$ cat src/include/byte_unit_pkg.sv
// Constants, operation codes and decode helpers of the byte logic, shift and bit unit.
//
// What this block does
// - AND destination with register or immediate.
// - OR destination with register or immediate.
// - XOR destination with register or immediate.
// - NOT replaces register with one's complement.
// - Arithmetic shifts left and right, written back.
// - Logical shifts left and right, written back.
// - Plain rotates leave carry out of the loop but copy the moved bit into it.
// - Carry rotates form a nine-bit path.
// - Bit number from immediate or register.
// - Bit set forces chosen bit one.
// - Bit clear forces chosen bit zero.
// - Bit invert toggles chosen bit only.
// - Bit probe loads zero with inverted bit.
// - Carry combines with bit by AND/OR/XOR.
// - Inverted variants combine carry with complement.
// - Inverted carry ops take immediate bit only.
// - Bit-to-carry copies bit into carry.
// - Inverted load puts complement into carry.
// - Carry-to-bit writes carry into bit.
// - Inverted store writes complemented carry.
// - Bit-modifying memory ops read, modify, write.
// - Write-only target reads back as all ones.
`default_nettype none
package byte_unit_pkg;

	localparam int BYTE_W = 8;
	localparam int BIT_W = 3;
	localparam int ADDR_W = 16;
	localparam logic [BYTE_W-1:0] ALL_ONES = 8'hFF;
	localparam logic [BYTE_W-1:0] BYTE_RESET = 8'h00;
	localparam logic [ADDR_W-1:0] ADDR_RESET = 16'h0000;
	localparam logic [BIT_W-1:0] BIT_RESET = 3'h0;

	// ---------------------------------------------------------------
	// Operations
	// ---------------------------------------------------------------
	typedef enum logic [4:0] {
		OP_AND = 5'b00000,
		OP_OR = 5'b00001,
		OP_XOR = 5'b00010,
		OP_NOT = 5'b00011,
		OP_ARITH_LEFT_SHIFT = 5'b00100,
		OP_ARITH_RIGHT_SHIFT = 5'b00101,
		OP_LOGIC_LEFT_SHIFT = 5'b00110,
		OP_LOGIC_RIGHT_SHIFT = 5'b00111,
		OP_ROTATE_LEFT = 5'b01000,
		OP_ROTATE_RIGHT = 5'b01001,
		OP_ROTATE_LEFT_VIA_CARRY = 5'b01010,
		OP_ROTATE_RIGHT_VIA_CARRY = 5'b01011,
		OP_BIT_ONE_WRITE = 5'b01100,
		OP_BIT_ZERO_WRITE = 5'b01101,
		OP_BIT_INVERT = 5'b01110,
		OP_BIT_PROBE = 5'b01111,
		OP_CARRY_AND_BIT = 5'b10000,
		OP_CARRY_AND_INVERTED_BIT = 5'b10001,
		OP_CARRY_OR_BIT = 5'b10010,
		OP_CARRY_OR_INVERTED_BIT = 5'b10011,
		OP_CARRY_XOR_BIT = 5'b10100,
		OP_CARRY_XOR_INVERTED_BIT = 5'b10101,
		OP_BIT_TO_CARRY = 5'b10110,
		OP_INVERTED_BIT_TO_CARRY = 5'b10111,
		OP_CARRY_TO_BIT = 5'b11000,
		OP_INVERTED_CARRY_TO_BIT = 5'b11001
	} op_type;

	// ---------------------------------------------------------------
	// Sequencer states
	// ---------------------------------------------------------------
	typedef enum logic [1:0] {
		ST_IDLE = 2'b00,
		ST_READ = 2'b01,
		ST_EXEC = 2'b10
	} state_type;

	// ---------------------------------------------------------------
	// Decode helpers
	// ---------------------------------------------------------------
	function automatic logic isBitOp(input op_type op);
		isBitOp = (op >= OP_BIT_ONE_WRITE);
	endfunction

	function automatic logic immBitOnly(input op_type op);
		immBitOnly = (op == OP_CARRY_AND_INVERTED_BIT) || (op == OP_CARRY_OR_INVERTED_BIT) ||
			(op == OP_CARRY_XOR_INVERTED_BIT) || (op == OP_INVERTED_BIT_TO_CARRY) ||
			(op == OP_INVERTED_CARRY_TO_BIT);
	endfunction

	function automatic logic isRmwOp(input op_type op);
		isRmwOp = (op == OP_BIT_ONE_WRITE) || (op == OP_BIT_ZERO_WRITE) || (op == OP_BIT_INVERT) ||
			(op == OP_CARRY_TO_BIT) || (op == OP_INVERTED_CARRY_TO_BIT);
	endfunction

	function automatic logic [BYTE_W-1:0] putBit(input logic [BYTE_W-1:0] data, input logic [BIT_W-1:0] idx,
		input logic val);
		logic [BYTE_W-1:0] tmp;
		tmp = data;
		tmp[idx] = val;
		putBit = tmp;
	endfunction

endpackage
`default_nettype wire

$ cat src/logic/byte_op_core.sv
// Combinational result and flag generator for one byte operation.
`timescale 1ns/1ps
`default_nettype none
module byte_op_core
	import byte_unit_pkg::*;
(
	// Operation and operands
	input wire op_type op,
	input wire logic [BYTE_W-1:0] operand,
	input wire logic [BYTE_W-1:0] other,
	input wire logic [BIT_W-1:0] bitNum,
	input wire logic carryIn,
	// Results
	output logic [BYTE_W-1:0] result,
	output logic resultWrite,
	output logic carryOut,
	output logic carryWrite,
	output logic zeroOut,
	output logic zeroWrite,
	output logic negOut,
	output logic negWrite
);

	logic picked;

	assign picked = operand[bitNum];

	always_comb begin
		result = operand;
		resultWrite = 1'b1;
		carryOut = carryIn;
		carryWrite = 1'b0;
		zeroWrite = 1'b0;
		negWrite = 1'b0;
		case (op)
			OP_AND: result = operand & other;
			OP_OR: result = operand | other;
			OP_XOR: result = operand ^ other;
			OP_NOT: result = ~operand;
			OP_ARITH_LEFT_SHIFT, OP_LOGIC_LEFT_SHIFT: begin
				result = {operand[6:0], 1'b0};
				carryOut = operand[7];
			end
			OP_ARITH_RIGHT_SHIFT: begin
				result = {operand[7], operand[7:1]};
				carryOut = operand[0];
			end
			OP_LOGIC_RIGHT_SHIFT: begin
				result = {1'b0, operand[7:1]};
				carryOut = operand[0];
			end
			OP_ROTATE_LEFT: begin
				result = {operand[6:0], operand[7]};
				carryOut = operand[7];
			end
			OP_ROTATE_RIGHT: begin
				result = {operand[0], operand[7:1]};
				carryOut = operand[0];
			end
			OP_ROTATE_LEFT_VIA_CARRY: begin
				result = {operand[6:0], carryIn};
				carryOut = operand[7];
			end
			OP_ROTATE_RIGHT_VIA_CARRY: begin
				result = {carryIn, operand[7:1]};
				carryOut = operand[0];
			end
			OP_BIT_ONE_WRITE: result = putBit(operand, bitNum, 1'b1);
			OP_BIT_ZERO_WRITE: result = putBit(operand, bitNum, 1'b0);
			OP_BIT_INVERT: result = putBit(operand, bitNum, ~picked);
			OP_CARRY_TO_BIT: result = putBit(operand, bitNum, carryIn);
			OP_INVERTED_CARRY_TO_BIT: result = putBit(operand, bitNum, ~carryIn);
			OP_BIT_PROBE: resultWrite = 1'b0;
			OP_CARRY_AND_BIT: carryOut = carryIn & picked;
			OP_CARRY_OR_BIT: carryOut = carryIn | picked;
			OP_CARRY_XOR_BIT: carryOut = carryIn ^ picked;
			OP_CARRY_AND_INVERTED_BIT: carryOut = carryIn & ~picked;
			OP_CARRY_OR_INVERTED_BIT: carryOut = carryIn | ~picked;
			OP_CARRY_XOR_INVERTED_BIT: carryOut = carryIn ^ ~picked;
			OP_BIT_TO_CARRY: carryOut = picked;
			OP_INVERTED_BIT_TO_CARRY: carryOut = ~picked;
			default: resultWrite = 1'b0;
		endcase
		if (!isBitOp(op)) begin
			// Logic and shift results report sign and zero; shifts report the bit pushed out.
			negWrite = 1'b1;
			zeroWrite = 1'b1;
			carryWrite = (op >= OP_ARITH_LEFT_SHIFT);
		end else begin
			resultWrite = resultWrite && isRmwOp(op);
			carryWrite = !isRmwOp(op) && (op != OP_BIT_PROBE);
			zeroWrite = (op == OP_BIT_PROBE);
		end
		negOut = result[7];
		zeroOut = isBitOp(op) ? ~picked : (result == BYTE_RESET);
	end

endmodule
`default_nettype wire

$ cat src/logic/byte_logic_shift_bit_unit.sv
// Sequencer of the byte logic, shift and bit unit with its memory read-modify-write port.
`timescale 1ns/1ps
`default_nettype none
module byte_logic_shift_bit_unit
	import byte_unit_pkg::*;
(
	// Clock and reset
	input wire logic clock,
	input wire logic rst,
	// Request
	input wire logic startValid,
	input wire op_type opCode,
	input wire logic [BYTE_W-1:0] destData,
	input wire logic [BYTE_W-1:0] srcData,
	input wire logic [BYTE_W-1:0] immData,
	input wire logic useImm,
	input wire logic [BIT_W-1:0] bitImm,
	input wire logic bitFromReg,
	input wire logic memTarget,
	input wire logic [ADDR_W-1:0] memAddrIn,
	input wire logic carryIn,
	// Memory port
	output logic memRead_ff,
	output logic memWrite_ff,
	output logic [ADDR_W-1:0] memAddr_ff,
	output logic [BYTE_W-1:0] memWrData_ff,
	input wire logic [BYTE_W-1:0] memRdData,
	input wire logic memRdValid,
	input wire logic memWriteOnly,
	// Results
	output logic busy_ff,
	output logic done_ff,
	output logic [BYTE_W-1:0] result_ff,
	output logic resultWrite_ff,
	output logic carry_ff,
	output logic carryWrite_ff,
	output logic zero_ff,
	output logic zeroWrite_ff,
	output logic negative_ff,
	output logic negWrite_ff
);

	// ---------------------------------------------------------------
	// Latched operation
	// ---------------------------------------------------------------
	state_type state_ff;
	state_type nxt_state;
	op_type op_ff;
	logic [BYTE_W-1:0] operand_ff;
	logic [BYTE_W-1:0] other_ff;
	logic [BIT_W-1:0] bit_ff;
	logic carryIn_ff;
	logic mem_ff;
	logic [BIT_W-1:0] nxt_bit;
	logic nxt_mem;

	logic [BYTE_W-1:0] coreResult;
	logic coreResultWrite;
	logic coreCarry;
	logic coreCarryWrite;
	logic coreZero;
	logic coreZeroWrite;
	logic coreNeg;
	logic coreNegWrite;

	logic startTaken;
	logic execNow;

	assign startTaken = (state_ff == ST_IDLE) && startValid;
	assign execNow = (state_ff == ST_EXEC);
	// The inverted carry group ignores the register bit source.
	assign nxt_bit = (bitFromReg && !immBitOnly(opCode)) ? srcData[BIT_W-1:0] : bitImm;
	// Only bit operations may name a memory byte.
	assign nxt_mem = memTarget && isBitOp(opCode);

	// ---------------------------------------------------------------
	// Sequencer
	// ---------------------------------------------------------------
	always_comb begin
		nxt_state = state_ff;
		case (state_ff)
			ST_IDLE: begin
				if (startValid) begin
					nxt_state = nxt_mem ? ST_READ : ST_EXEC;
				end
			end
			ST_READ: begin
				if (memRdValid) begin
					nxt_state = ST_EXEC;
				end
			end
			ST_EXEC: nxt_state = ST_IDLE;
			default: nxt_state = ST_IDLE;
		endcase
	end

	always_ff @(posedge clock or posedge rst) begin
		if (rst) begin
			state_ff <= ST_IDLE;
		end else begin
			state_ff <= nxt_state;
		end
	end

	always_ff @(posedge clock or posedge rst) begin
		if (rst) begin
			op_ff <= OP_AND;
			other_ff <= BYTE_RESET;
			bit_ff <= BIT_RESET;
			carryIn_ff <= 1'b0;
			mem_ff <= 1'b0;
		end else if (startTaken) begin
			op_ff <= opCode;
			other_ff <= useImm ? immData : srcData;
			bit_ff <= nxt_bit;
			carryIn_ff <= carryIn;
			mem_ff <= nxt_mem;
		end
	end

	// The operand comes from the register, or from the memory byte once read.
	always_ff @(posedge clock or posedge rst) begin
		if (rst) begin
			operand_ff <= BYTE_RESET;
		end else if (startTaken) begin
			operand_ff <= destData;
		end else if ((state_ff == ST_READ) && memRdValid) begin
			operand_ff <= memWriteOnly ? ALL_ONES : memRdData;
		end
	end

	// ---------------------------------------------------------------
	// Datapath
	// ---------------------------------------------------------------
	byte_op_core byte_op_core_inst (
		.op(op_ff),
		.operand(operand_ff),
		.other(other_ff),
		.bitNum(bit_ff),
		.carryIn(carryIn_ff),
		.result(coreResult),
		.resultWrite(coreResultWrite),
		.carryOut(coreCarry),
		.carryWrite(coreCarryWrite),
		.zeroOut(coreZero),
		.zeroWrite(coreZeroWrite),
		.negOut(coreNeg),
		.negWrite(coreNegWrite)
	);

	// ---------------------------------------------------------------
	// Memory port
	// ---------------------------------------------------------------
	always_ff @(posedge clock or posedge rst) begin
		if (rst) begin
			memRead_ff <= 1'b0;
			memWrite_ff <= 1'b0;
			memAddr_ff <= ADDR_RESET;
			memWrData_ff <= BYTE_RESET;
		end else begin
			memRead_ff <= startTaken && nxt_mem;
			memWrite_ff <= execNow && mem_ff && coreResultWrite;
			if (startTaken) begin
				memAddr_ff <= memAddrIn;
			end
			if (execNow) begin
				memWrData_ff <= coreResult;
			end
		end
	end

	// ---------------------------------------------------------------
	// Results and flags
	// ---------------------------------------------------------------
	always_ff @(posedge clock or posedge rst) begin
		if (rst) begin
			busy_ff <= 1'b0;
			done_ff <= 1'b0;
		end else begin
			busy_ff <= (nxt_state != ST_IDLE);
			done_ff <= execNow;
		end
	end

	always_ff @(posedge clock or posedge rst) begin
		if (rst) begin
			result_ff <= BYTE_RESET;
			resultWrite_ff <= 1'b0;
			carry_ff <= 1'b0;
			carryWrite_ff <= 1'b0;
			zero_ff <= 1'b0;
			zeroWrite_ff <= 1'b0;
			negative_ff <= 1'b0;
			negWrite_ff <= 1'b0;
		end else begin
			resultWrite_ff <= execNow && !mem_ff && coreResultWrite;
			carryWrite_ff <= execNow && coreCarryWrite;
			zeroWrite_ff <= execNow && coreZeroWrite;
			negWrite_ff <= execNow && coreNegWrite;
			if (execNow) begin
				result_ff <= coreResult;
				carry_ff <= coreCarry;
				zero_ff <= coreZero;
				negative_ff <= coreNeg;
			end
		end
	end
endmodule
`default_nettype wire

$ cat config.mk
export PLATFORM = sky130hd
export DESIGN_NAME = byte_logic_shift_bit_unit
export DESIGN_NICKNAME = d
export VERILOG_FILES = /design/src/include/byte_unit_pkg.sv /design/src/logic/byte_op_core.sv /design/src/logic/byte_logic_shift_bit_unit.sv
export SDC_FILE = /design/constraint.sdc
export NUM_CORES = 1
export LEC_CHECK = 0
export BUFFER_PORTS_ARGS = -buffer_cell sky130_fd_sc_hd__buf_2
export CORE_ASPECT_RATIO = 0.9
export CORE_MARGIN = 2
export CORE_UTILIZATION = 56
export CTS_CLUSTER_DIAMETER = 200
export DETAILED_ROUTE_END_ITERATION = 7
export HOLD_SLACK_MARGIN = 0.12
export PLACE_DENSITY = 0.89
export SETUP_SLACK_MARGIN = 0.15
export SLEW_MARGIN = 20
export SYNTH_ARGS = -nofsm -noshare
export SYNTH_HDL_FRONTEND = slang
export SYNTH_SLANG_ARGS = --single-unit
$ cat constraint.sdc
create_clock -name clock -period 4.6 [get_ports clock]
set_clock_uncertainty 0.2 [all_clocks]
set_input_delay 0.92 -clock clock [delete_from_list [all_inputs] [get_ports clock]]
set_output_delay 0.92 -clock clock [all_outputs]
set_load 0.05 [all_outputs]
; After elaboration in Yosys (flattened, before gate mapping)
; Cells that the tools add are included.
; Widths: inputs -> output; s select.
[op_classes]
magnitude_cmp = 5
eq_ne = 33
muxes = 24
bitwise = 15
reduce_logical = 35
[op_table]
columns = operator, n
row1 = $pmux 8 s16, 1
row2 = $eq 5x5->1 const B, 15
row3 = $eq 5x4->1 const B, 8
row4 = $mux 8, 4
row5 = $reduce_or 25->1, 1
row6 = $bwmux 8, 3
row7 = $eq 5x3->1 const B, 4
row8 = $and 8x8->8, 2
row9 = $not 8->8, 2
row10 = $or 8x8->8, 2
row11 = $logic_and 1x1->1, 15
row12 = $eq 5x2->1 const B, 2
row13 = $ge 5x4->1 const B, 2
row14 = $pmux 1 s10, 1
row15 = $logic_not 8->1, 1
row16 = $logic_or 1x1->1, 8
row17 = $mux 1, 8
row18 = $reduce_or 4->1, 2
row19 = $xor 8x8->8, 1
row20 = $mux 2, 3
row21 = $eq 5x1->1 const B, 1
row22 = $ge 5x3->1 const B, 1
row23 = $logic_not 5->1, 1
row24 = $ne 5x4->1 const B, 1
row25 = other kinds (16), 23
[totals]
register_bits = 63
inputBits = 65
output_inout_bits = 43

; Depth between registers and ports, before layout
; Gate-level depths: netlist of run 1.
[depth]
ltp_word = 9
depth_mapped = 10
ltp_nobuf = 7

; Modules after synthesis
; Synthesis of run 1 repeated with hierarchy kept, for this count alone.
[hier_totals]
hier_cells = 393
area_unflattened_um2 = 3875.0
[by_module_without_submodules]
columns = module, n_inst, cells_each, area_per_inst_um2, seq_area_each_um2
row1 = byte_logic_shift_bit_unit, 1, 208, 2697.6, 1576.5
row2 = byte_op_core, 1, 185, 1177.4, 0.0

; Least setup slack after synthesis of run 1
; No wires, ideal clock.
[synth_timing]
path_type = register to register
start = register bit_ff[0]
end = register zero_ff
setup_ns = 0.095
arrival_ns = 2.390
required_ns = 4.305
slack_ns = 1.914
stages_incl_launch_ff = 9
n_path_buf = 1
synth_period_minus_slack_ns = 2.686
cell_sequence = dfrtp_1 -> buf_4 -> mux4_2 -> mux2i_2 -> o221a_4 -> nand3_2 -> or4b_1 -> or4_1 -> o31ai_1
[synth_via]
elab_chain_len = 9
[synth_lines]
columns = item, line_no
row1 = start: declaration, byte_logic_shift_bit_unit.sv:51  ; logic [BIT_W-1:0] bit_ff;
row2 = start signal: assignment, byte_logic_shift_bit_unit.sv:115  ; bit_ff <= nxt_bit;
row3 = $lt 3x4->1 (implied by the code) / $ge 3x1->1 (equally long branches), byte_unit_pkg.sv:100  ; tmp[idx] = val;
row4 = $logic_and 1x1->1 (implied by the code), byte_unit_pkg.sv:100
row5 = $mux 1 (implied by the code), byte_unit_pkg.sv:100
row6 = $demux 1 s3, -
row7 = $not 8->8 (no source line), -
row8 = $and 8x8->8 (no source line), -
row9 = $pmux 8 s16, byte_op_core.sv:35  ; case (op)
row10 = $logic_not 8->1, byte_op_core.sv:95  ; zeroOut = isBitOp(op) ? ~picked : (result == BYTE_RESET);
row11 = $mux 1 (*), byte_op_core.sv:95
row12 = end signal: assignment, byte_logic_shift_bit_unit.sv:203  ; zero_ff <= coreZero;
row13 = end: declaration, byte_logic_shift_bit_unit.sv:37  ; output logic zero_ff,
; Every way passes the cells marked *; elsewhere a longest branch is shown, timed or not. The select of a mux whose other input is x is not followed.
; A chain may end at the register's enable or synchronous reset.

; Final worst setup path of run 1
[layout_timing]
start = register op_ff[0]
end = register zero_ff
[layout_via]
elab_chain_len = 5
[layout_lines]
columns = item, line_no
row1 = start: declaration, byte_logic_shift_bit_unit.sv:48  ; op_type op_ff;
row2 = start signal: assignment, byte_logic_shift_bit_unit.sv:113  ; op_ff <= opCode;
row3 = $eq 5x3->1, byte_op_core.sv:35
row4 = $reduce_or 2->1, -
row5 = $pmux 8 s16, byte_op_core.sv:35
row6 = $logic_not 8->1, byte_op_core.sv:95
row7 = $mux 1 (*), byte_op_core.sv:95
; Every way passes the cells marked *; elsewhere a longest branch is shown, timed or not.

==> impl_metrics.sql, run 1 <==
INSERT INTO impl_metrics (metric_group, metric, value, unit) VALUES
('status', 'status', 'complete, no violations', ''),
('logic_synthesis', 'syn_area_per_cell', '9.11', 'um2'),
('global_routing', 'gr-usage-all-layers', '27.4', '%'),
('floorplan', 'num_rows', '28', ''),
('layout', 'finish.net_count', '554', ''),
('clock_tree', 'tritoncts.num_buffers', '9', ''),
('logic_synthesis', 'post-synth-top-count-cell', 'sky130_fd_sc_hd__dfrtp_1', ''),
('worst_setup_path', 'worstPathArrival', '3.49', 'ns'),
('power', 'power.density', '624', 'nW/um2'),
('logic_synthesis', 'synth_nets', '475', ''),
('clock_tree', 'worstSkewPairLatency', '0.35', 'ns'),
('routing', 'route.detailed.drc', '0', ''),
('logic_synthesis', 'synth.yosys.seq_area_share', '41.6', '%'),
('timing', 'final.period_utilization', '74.6', '%'),
('place', 'dp.cells', '568', ''),
('routing', 'wire_per_inst', '16.5', 'um'),
('logic_synthesis', 'synth_area', '3730', 'um2'),
('global_routing', 'antenna_found_initial', '0', ''),
('place', 'detailedPlacementHpwl', '7050', 'um'),
('floorplan', 'die_w', '90.1', 'um'),
('timing', 'finalWorstPathRequiredPeriod', '3.43', 'ns'),
('logic_synthesis', 'asyncSetResetFlopFracSynth', '100', '%'),
('clock_tree', 'cts-root-buf', 'sky130_fd_sc_hd__clkbuf_8', ''),
('layout', 'final_cells', '584', ''),
('routing', 'dr.pass1.iters', '5', ''),
('global_routing', 'grt_start_max_net_pins', '35', ''),
('power', 'static-leakage-power', '2.01', 'nW'),
('worst_setup_path', 'rrSetupSlack', '1.17', 'ns'),
('timing', 'hold_viol', '0', ''),
('logic_synthesis', 'synthesis.yosys.warnings', '0', ''),
('timing', 'tightest_slew', '1.04', 'ns'),
('logic_synthesis', 'synth_top_cells_by_count', '62 x sky130_fd_sc_hd__dfrtp_1, 55 x sky130_fd_sc_hd__nand2_1, 43 x sky130_fd_sc_hd__o21ai_0', ''),
('logic_synthesis', 'synth_edf_count', '0', ''),
('power', 'vdd_drop_max', '386', 'uV'),
('routing', 'total_number_of_vias', '3454', ''),
('timing', 'fin_worst_hold_slack', '0.262', 'ns'),
('logic_synthesis', 'synth-seq-cells', '62', ''),
('place', 'place.gp.congestion', '0.914', ''),
('layout', 'drive_gt1_share', '33.4', '%'),
('flow_run', 'drv.max_cap_violation_count', '0', ''),
('clock_tree', 'deepest_level_of_the_cts_h_tree', '3', ''),
('clock_tree', 'cts.path.max_buffers', '2', ''),
('clock_tree', 'clock_sinks', '62', ''),
('logic_synthesis', 'synth_top_cell_area_share', '41.6', '%'),
('hold_path', 'min_path_type', 'flop to flop', ''),
('layout', 'fin_util', '67.3', '%'),
('worst_setup_path', 'cp-start-kind', 'flop', ''),
('clock_tree', 'cts_hold_repair.buffers', '0', ''),
('layout', 'postLayoutCellArea', '4390', 'um2'),
('layout', 'n_antenna_cell', '0', ''),
('clock_tree', 'post-cts-setup-buffer-count', '0', ''),
('place', 'dpl-instance-area', '4200', 'um2'),
('routing', 'drt_iter0_markers', '331', ''),
('timing', 'clock.fmax', '291', 'MHz'),
('worst_setup_path', 'crit_path_max_fanout', '28', ''),
('routing', 'post_drt_via_cell_ratio', '5.91', ''),
('floorplan', 'io-pin-count', '108', ''),
('clock_tree', 'worst_setup_hold_path_clk_slew', '0.08', 'ns'),
('logic_synthesis', 'post_synth_num_cell_types', '57', ''),
('layout', 'area_growth_syn_to_layout', '17.5', '%'),
('worst_setup_path', 'required', '4.66', 'ns'),
('routing', 'final_wirelength', '9650', 'um'),
('timing', 'total_negative_slack_for_setup_checks', '0', 'ns'),
('timing', 'maxSlewViolCount', '0', ''),
('floorplan', 'placeable_area', '6520', 'um2'),
('routing', 'post_detailed_route_count_of_antenna_violating_nets', '0', ''),
('floorplan', 'floorplan.die_area', '7340', 'um2'),
('global_routing', 'globalRoute.totalOverflow', '0', ''),
('logic_synthesis', 'synth_top_cells_by_area', 'sky130_fd_sc_hd__dfrtp_1 42%, sky130_fd_sc_hd__mux2_2 7.8%, sky130_fd_sc_hd__o21ai_0 5.8%', ''),
('floorplan', 'floorplan.die.height', '81.5', 'um'),
('global_routing', 'grt_first_pass_wirelength', '15700', 'um');
worst paths after layout:
kind                       startpoint             end  cells past startpoint
max                          op_ff[0]         zero_ff                      7
min                            mem_ff  resultWrite_ff                      1
max reg2reg                  op_ff[0]         zero_ff                      7
min reg2reg                    mem_ff  resultWrite_ff                      1
max in group asynchronous         rst     other_ff[5]                      3
min in group asynchronous         rst     state_ff[0]                      2
placed cells by master (no fill, tap or decap), types with 3 or more instances in the layout:
cell                           n
sky130_fd_sc_hd__a211oi_1      6
sky130_fd_sc_hd__nor4bb_1      3
sky130_fd_sc_hd__nand2_1      55
sky130_fd_sc_hd__nand4_1       5
sky130_fd_sc_hd__a21oi_1      17
sky130_fd_sc_hd__mux2i_1      16
sky130_fd_sc_hd__nor3_1        3
sky130_fd_sc_hd__a31oi_1       8
sky130_fd_sc_hd__clkinvlp_4    4
sky130_fd_sc_hd__a221oi_1      4
sky130_fd_sc_hd__and2_1        3
sky130_fd_sc_hd__nor2_1       28
sky130_fd_sc_hd__a22oi_1       3
sky130_fd_sc_hd__nand2b_1      5
sky130_fd_sc_hd__buf_2       107
sky130_fd_sc_hd__a311oi_1      5
sky130_fd_sc_hd__nand3_1       5
sky130_fd_sc_hd__or3_1         5
sky130_fd_sc_hd__and3_1        3
sky130_fd_sc_hd__nor2b_1       8
sky130_fd_sc_hd__mux2_2       26
sky130_fd_sc_hd__and3b_1       3
sky130_fd_sc_hd__dfrtp_1      62
sky130_fd_sc_hd__o22ai_1       3
sky130_fd_sc_hd__inv_1         8
sky130_fd_sc_hd__o211ai_1      4
sky130_fd_sc_hd__clkbuf_8     10
sky130_fd_sc_hd__xnor2_1       3
sky130_fd_sc_hd__o21ai_0      43
registers in the layout (all words and copies together), names as in the netlist:
| register | cells |
|---|---|
| bit_ff | 3 |
| busy_ff | 1 |
| carryIn_ff | 1 |
| carryWrite_ff | 1 |
| carry_ff | 1 |
| done_ff | 1 |
| memAddr_ff | 16 |
| memRead_ff | 1 |
| memWrite_ff | 1 |
| mem_ff | 1 |
| negWrite_ff | 1 |
| op_ff | 5 |
| operand_ff | 8 |
| other_ff | 8 |
| resultWrite_ff | 1 |
| result_ff | 8 |
| state_ff | 2 |
| zeroWrite_ff | 1 |
| zero_ff | 1 |
per-stage QoR:
stage	setup slack [ns]	power, W
global placement	1.35	0.00225
floorplan	1.91	0.00200
detailed placement	1.22	0.00228
finish	1.17	0.00274
CTS	1.23	0.00272
global route	0.959	0.00289
where the power goes:
group / switching, W / internal, W
Clock: 0.000231 / 0.000211
Combinational: 0.000899 / 0.000444
Sequential: 0.000255 / 0.000698
routing by layer:
metal	up-vias	track usage [%]	routed length, um	part of all wire (%)
met3	27	6.15	773	8.0
li1	1634	-	-	-
met4	0	13.4	263	2.7
met5	-	0	0	0
met2	174	44.8	4610	48
met1	1619	35.2	4000	41
kinds of logic after synthesis:
logic type	after synthesis	share of synthesized area [%]
AND/OR/NAND/NOR	139	18.5
AO/OA/AOI/OAI	110	19.0
flip-flops	62	41.6
buffers and inverters	50	6.33
multiplexers	45	13.7
XOR/XNOR	4	0.939
area by class of cell:
class                      count  area [um2]
multi-input combinational    298        1950
inverter                       9        33.8
timing repair buffer         109         551
fill                         520        2130
clock inverter                 6        47.5
clock buffer                  10         138
tap                           90         113
sequential                    62        1550
worst max-delay path, stage by stage, from the launching register on:
cell and delay, ns:
sky130_fd_sc_hd__dfrtp_1 0.94, sky130_fd_sc_hd__inv_1 0.44, sky130_fd_sc_hd__o21a_1 0.23, sky130_fd_sc_hd__o221a_4 0.28, sky130_fd_sc_hd__nand3_2 0.07, sky130_fd_sc_hd__or4b_1 0.46, sky130_fd_sc_hd__or4_1 0.47, sky130_fd_sc_hd__o31ai_1 0.25
Power figures use the tool's default switching activity.
==> run 2, diff against run 1 <==
ABC_AREA = 1   (was not set)
CORE_UTILIZATION = 47   (was 56)
PLACE_DENSITY = 0.8   (was 0.89)
clock period = 2.85 ns   (was 4.6 ns; I/O delays follow)
==> impl_metrics.sql, run 2 <==
INSERT INTO impl_metrics (metric_group, metric, value, unit) VALUES
('status', 'status', 'complete, no violations', ''),
('logic_synthesis', 'synth-seq-cells', '62', ''),
('layout', 'layout.cells.most_common', 'sky130_fd_sc_hd__nand2_1', ''),
('logic_synthesis', 'post-synth-top-area-cell', 'sky130_fd_sc_hd__dfrtp_1', ''),
('global_routing', 'antenna_found_initial', '0', ''),
('power', 'sw_frac_of_total', '51.5', '%'),
('logic_synthesis', 'synthesis.yosys.warnings', '0', ''),
('logic_synthesis', 'asyncSetResetFlopFracSynth', '100', '%'),
('clock_tree', 'deepest_level_of_the_cts_h_tree', '3', ''),
('global_routing', 'gr-usage-all-layers', '26.2', '%'),
('routing', 'route.detailed.drc', '0', ''),
('worst_setup_path', 'critPathCaptureType', 'flop', ''),
('clock_tree', 'worstSkewPairLatency', '0.35', 'ns'),
('logic_synthesis', 'synth_top_cell_area_share', '41.2', '%'),
('timing', 'finalWorstPathRequiredPeriod', '2.48', 'ns'),
('logic_synthesis', 'post-synth-top-count-cell', 'sky130_fd_sc_hd__nand2_1', ''),
('power', 'power.share.combinational', '50.5', '%'),
('clock_tree', 'tritoncts', 'yes', ''),
('worst_setup_path', 'required', '2.92', 'ns'),
('logic_synthesis', 'post_synth_num_cell_types', '29', ''),
('worst_setup_path', 'worstPathArrival', '2.55', 'ns'),
('routing', 'dr.pass1.iters', '7', ''),
('layout', 'finish.net_count', '720', ''),
('worst_setup_path', 'path_class', 'flop to flop', ''),
('worst_setup_path', 'cp-start-kind', 'flop', ''),
('logic_synthesis', 'synth_flop_cell', 'sky130_fd_sc_hd__dfrtp_1', ''),
('global_routing', 'grt_start_max_net_pins', '63', ''),
('layout', 'drive_gt1_share', '20.8', '%'),
('global_routing', 'grt_pass1_vias', '3695', ''),
('floorplan', 'die_w', '98.4', 'um'),
('floorplan', 'initial_utilization', '49.2', '%'),
('routing', 'post_detailed_route_count_of_antenna_violating_nets', '0', ''),
('timing', 'total_negative_slack_for_setup_checks', '0', 'ns'),
('floorplan', 'placeable_area', '7660', 'um2'),
('floorplan', 'io-pin-count', '108', ''),
('place', 'place.gp.congestion', '0.927', ''),
('layout', 'final_cells', '755', ''),
('power', 'power.density', '967', 'nW/um2'),
('layout', 'mostFrequentLayoutCells', '197 x sky130_fd_sc_hd__nand2_1, 107 x sky130_fd_sc_hd__buf_2, 65 x sky130_fd_sc_hd__nor2_1', ''),
('place', 'dp.cells', '740', ''),
('timing', 'tightest_slew', '0.758', 'ns'),
('logic_synthesis', 'synth_edf_count', '0', ''),
('timing', 'maxSlewViolCount', '0', ''),
('timing', 'clock.fmax', '402', 'MHz'),
('clock_tree', 'cts_hold_repair.buffers', '0', ''),
('logic_synthesis', 'syn_area_per_cell', '6.72', 'um2'),
('floorplan', 'num_rows', '30', ''),
('layout', 'n_antenna_cell', '0', ''),
('layout', 'largest-register', 'memAddr_ff', ''),
('clock_tree', 'cts.path.max_buffers', '2', ''),
('power', 'pwr-share-clk', '18.5', '%'),
('floorplan', 'floorplan.die.height', '89.0', 'um'),
('timing', 'setup_viol_count_final', '0', ''),
('worst_setup_path', 'crit_path_max_fanout', '9', ''),
('clock_tree', 'cts-root-buf', 'sky130_fd_sc_hd__clkbuf_8', ''),
('layout', 'area_growth_syn_to_layout', '19.5', '%'),
('global_routing', 'globalRoute.totalOverflow', '0', ''),
('global_routing', 'grt_first_pass_wirelength', '18100', 'um'),
('power', 'power.share.sequential', '31.0', '%'),
('timing', 'timing.slew.headroom', '49.5', '%'),
('logic_synthesis', 'synth_top_cells_by_count', '197 x sky130_fd_sc_hd__nand2_1, 66 x sky130_fd_sc_hd__nor2_1, 62 x sky130_fd_sc_hd__dfrtp_1', ''),
('power', 'static-leakage-power', '2.51', 'nW'),
('power', 'power.internal', '0.00211', 'W'),
('timing', 'hold_viol', '0', ''),
('power', 'switchingPower', '0.00224', 'W'),
('routing', 'total_number_of_vias', '4019', ''),
('routing', 'wire_per_inst', '14.8', 'um'),
('routing', 'drt_iter0_markers', '332', ''),
('layout', 'number_of_flip_flops_in_the_largest_register', '16', ''),
('floorplan', 'floorplan.die_area', '8750', 'um2'),
('flow_run', 'drv.max_cap_violation_count', '0', ''),
('logic_synthesis', 'synth_area', '3770', 'um2'),
('logic_synthesis', 'synth_nets', '626', ''),
('hold_path', 'min_path_type', 'primary input to flop', ''),
('logic_synthesis', 'synth_top_cells_by_area', 'sky130_fd_sc_hd__dfrtp_1 41%, sky130_fd_sc_hd__nand2_1 20%, sky130_fd_sc_hd__nor2_1 6.6%', ''),
('place', 'detailedPlacementHpwl', '8590', 'um'),
('routing', 'final_wirelength', '11200', 'um'),
('logic_synthesis', 'synth.yosys.seq_area_share', '41.2', '%'),
('place', 'place.port_buffers', '107', ''),
('power', 'vdd_drop_max', '435', 'uV'),
('layout', 'filler_cell_count_in_the_final_layout', '750', ''),
('timing', 'final.period_utilization', '87.2', '%'),
('clock_tree', 'clock_sinks', '62', ''),
('routing', 'post_drt_via_cell_ratio', '5.32', ''),
('clock_tree', 'tritoncts.num_buffers', '9', ''),
('timing', 'grt_setup_unrepaired', 'no', ''),
('clock_tree', 'post-cts-setup-buffer-count', '0', ''),
('logic_synthesis', 'syn_inst', '561', ''),
('clock_tree', 'worst_setup_hold_path_clk_slew', '0.07', 'ns');
## run 2: cell types whose count changed in the layout (fill, tap and decap cells not counted), moves of 8 or more
cell and delta:
sky130_fd_sc_hd__a21oi_1 -9, sky130_fd_sc_hd__a31oi_1 -8, sky130_fd_sc_hd__inv_1 +51, sky130_fd_sc_hd__mux2_2 -26, sky130_fd_sc_hd__mux2i_1 -16, sky130_fd_sc_hd__nand2_1 +142, sky130_fd_sc_hd__nand3_1 +27, sky130_fd_sc_hd__nor2_1 +37
sky130_fd_sc_hd__nor2b_1 -8, sky130_fd_sc_hd__o211ai_1 +10
## run 2: what timing repair did
item | in CTS | in global routing
setup endpoints to repair | 0 | 1
resized for setup | 0 | 1
hold endpoints to repair | 0 | 0
## run 2: kinds of logic after synthesis
logic type | after synthesis | synth area share (%)
and+or+nand+nor | 322 | 34.9
DFF | 62 | 41.2
AOI/OAI and AO/OA | 81 | 12.4
xor gates and xnor gates | 6 | 1.39
buffers and inverters | 90 | 10.2
## run 2: metrics by stage
step	utilization, %	instance area, um2	total power (W)	setup slack, ns	hold slack, ns
CTS	58.8	4500	0.00435	0.416	0.207
detailed placement	56.2	4300	0.00354	0.443	0.221
global route	58.8	4500	0.00463	0.185	0.212
floorplan	-	3770	0.00304	0.539	0.210
global placement	56.2	4300	0.00352	0.419	0.221
finish	58.8	4500	0.00435	0.365	0.213
## run 2: worst paths after layout
path / from / to / slack, ns / depth (start not counted)
worst max-delay path: op_ff[4] / zero_ff / 0.37 / 12
worst min-delay path: memAddrIn[0] / memAddr_ff[0] / 0.21 / 3
worst max register to register: op_ff[4] / zero_ff / 0.37 / 12
worst min register to register: mem_ff / resultWrite_ff / 0.23 / 1
max in group asynchronous: rst / op_ff[2] / 1.72 / 3
min in group asynchronous: rst / done_ff / 0.23 / 3
## run 2: cell type report
| class | instances | area (um2) | share of cell area (%) |
|---|---|---|---|
| sequential | 62 | 1550 | 34.5 |
| inverter | 63 | 236 | 5.25 |
| clock buffer | 12 | 155 | 3.45 |
| timing repair buffer | 110 | 558 | 12.4 |
| clock inverter | 3 | 43.8 | 0.973 |
| tap | 96 | 120 | 2.67 |
| multi-input combinational | 409 | 1840 | 40.8 |
## run 2: power by group through the flow
stage	combinational, W	clock [W]	sequential (W)
floorplan	0.00127	0	0.00177
global placement	0.00217	0	0.00135
detailed placement	0.00218	0	0.00136
CTS	0.00218	0.000816	0.00135
global route	0.00240	0.000845	0.00138
finish	0.00220	0.000805	0.00135
## run 2: per-layer routing
metal | wire [um] | track usage [%] | up-vias
met2 | 4910 | 41.0 | 217
met1 | 5110 | 38.0 | 1824
li1 | - | - | 1964
met3 | 1060 | 5.47 | 14
met4 | 99 | 5.48 | 0
met5 | 0 | 0 | -
## run 2: worst max-delay path, stage by stage (launching register included)
cell and delay [ns]:
sky130_fd_sc_hd__dfrtp_1 0.57, sky130_fd_sc_hd__inv_2 0.14, sky130_fd_sc_hd__nand2_1 0.26, sky130_fd_sc_hd__nor2_1 0.16
sky130_fd_sc_hd__nand2_1 0.19, sky130_fd_sc_hd__o21ai_0 0.10, sky130_fd_sc_hd__a21oi_1 0.18, sky130_fd_sc_hd__nand3_1 0.10
sky130_fd_sc_hd__nor2_1 0.19, sky130_fd_sc_hd__nand2_1 0.07, sky130_fd_sc_hd__nor2_1 0.09, sky130_fd_sc_hd__nand2_1 0.07
sky130_fd_sc_hd__a21oi_2 0.11
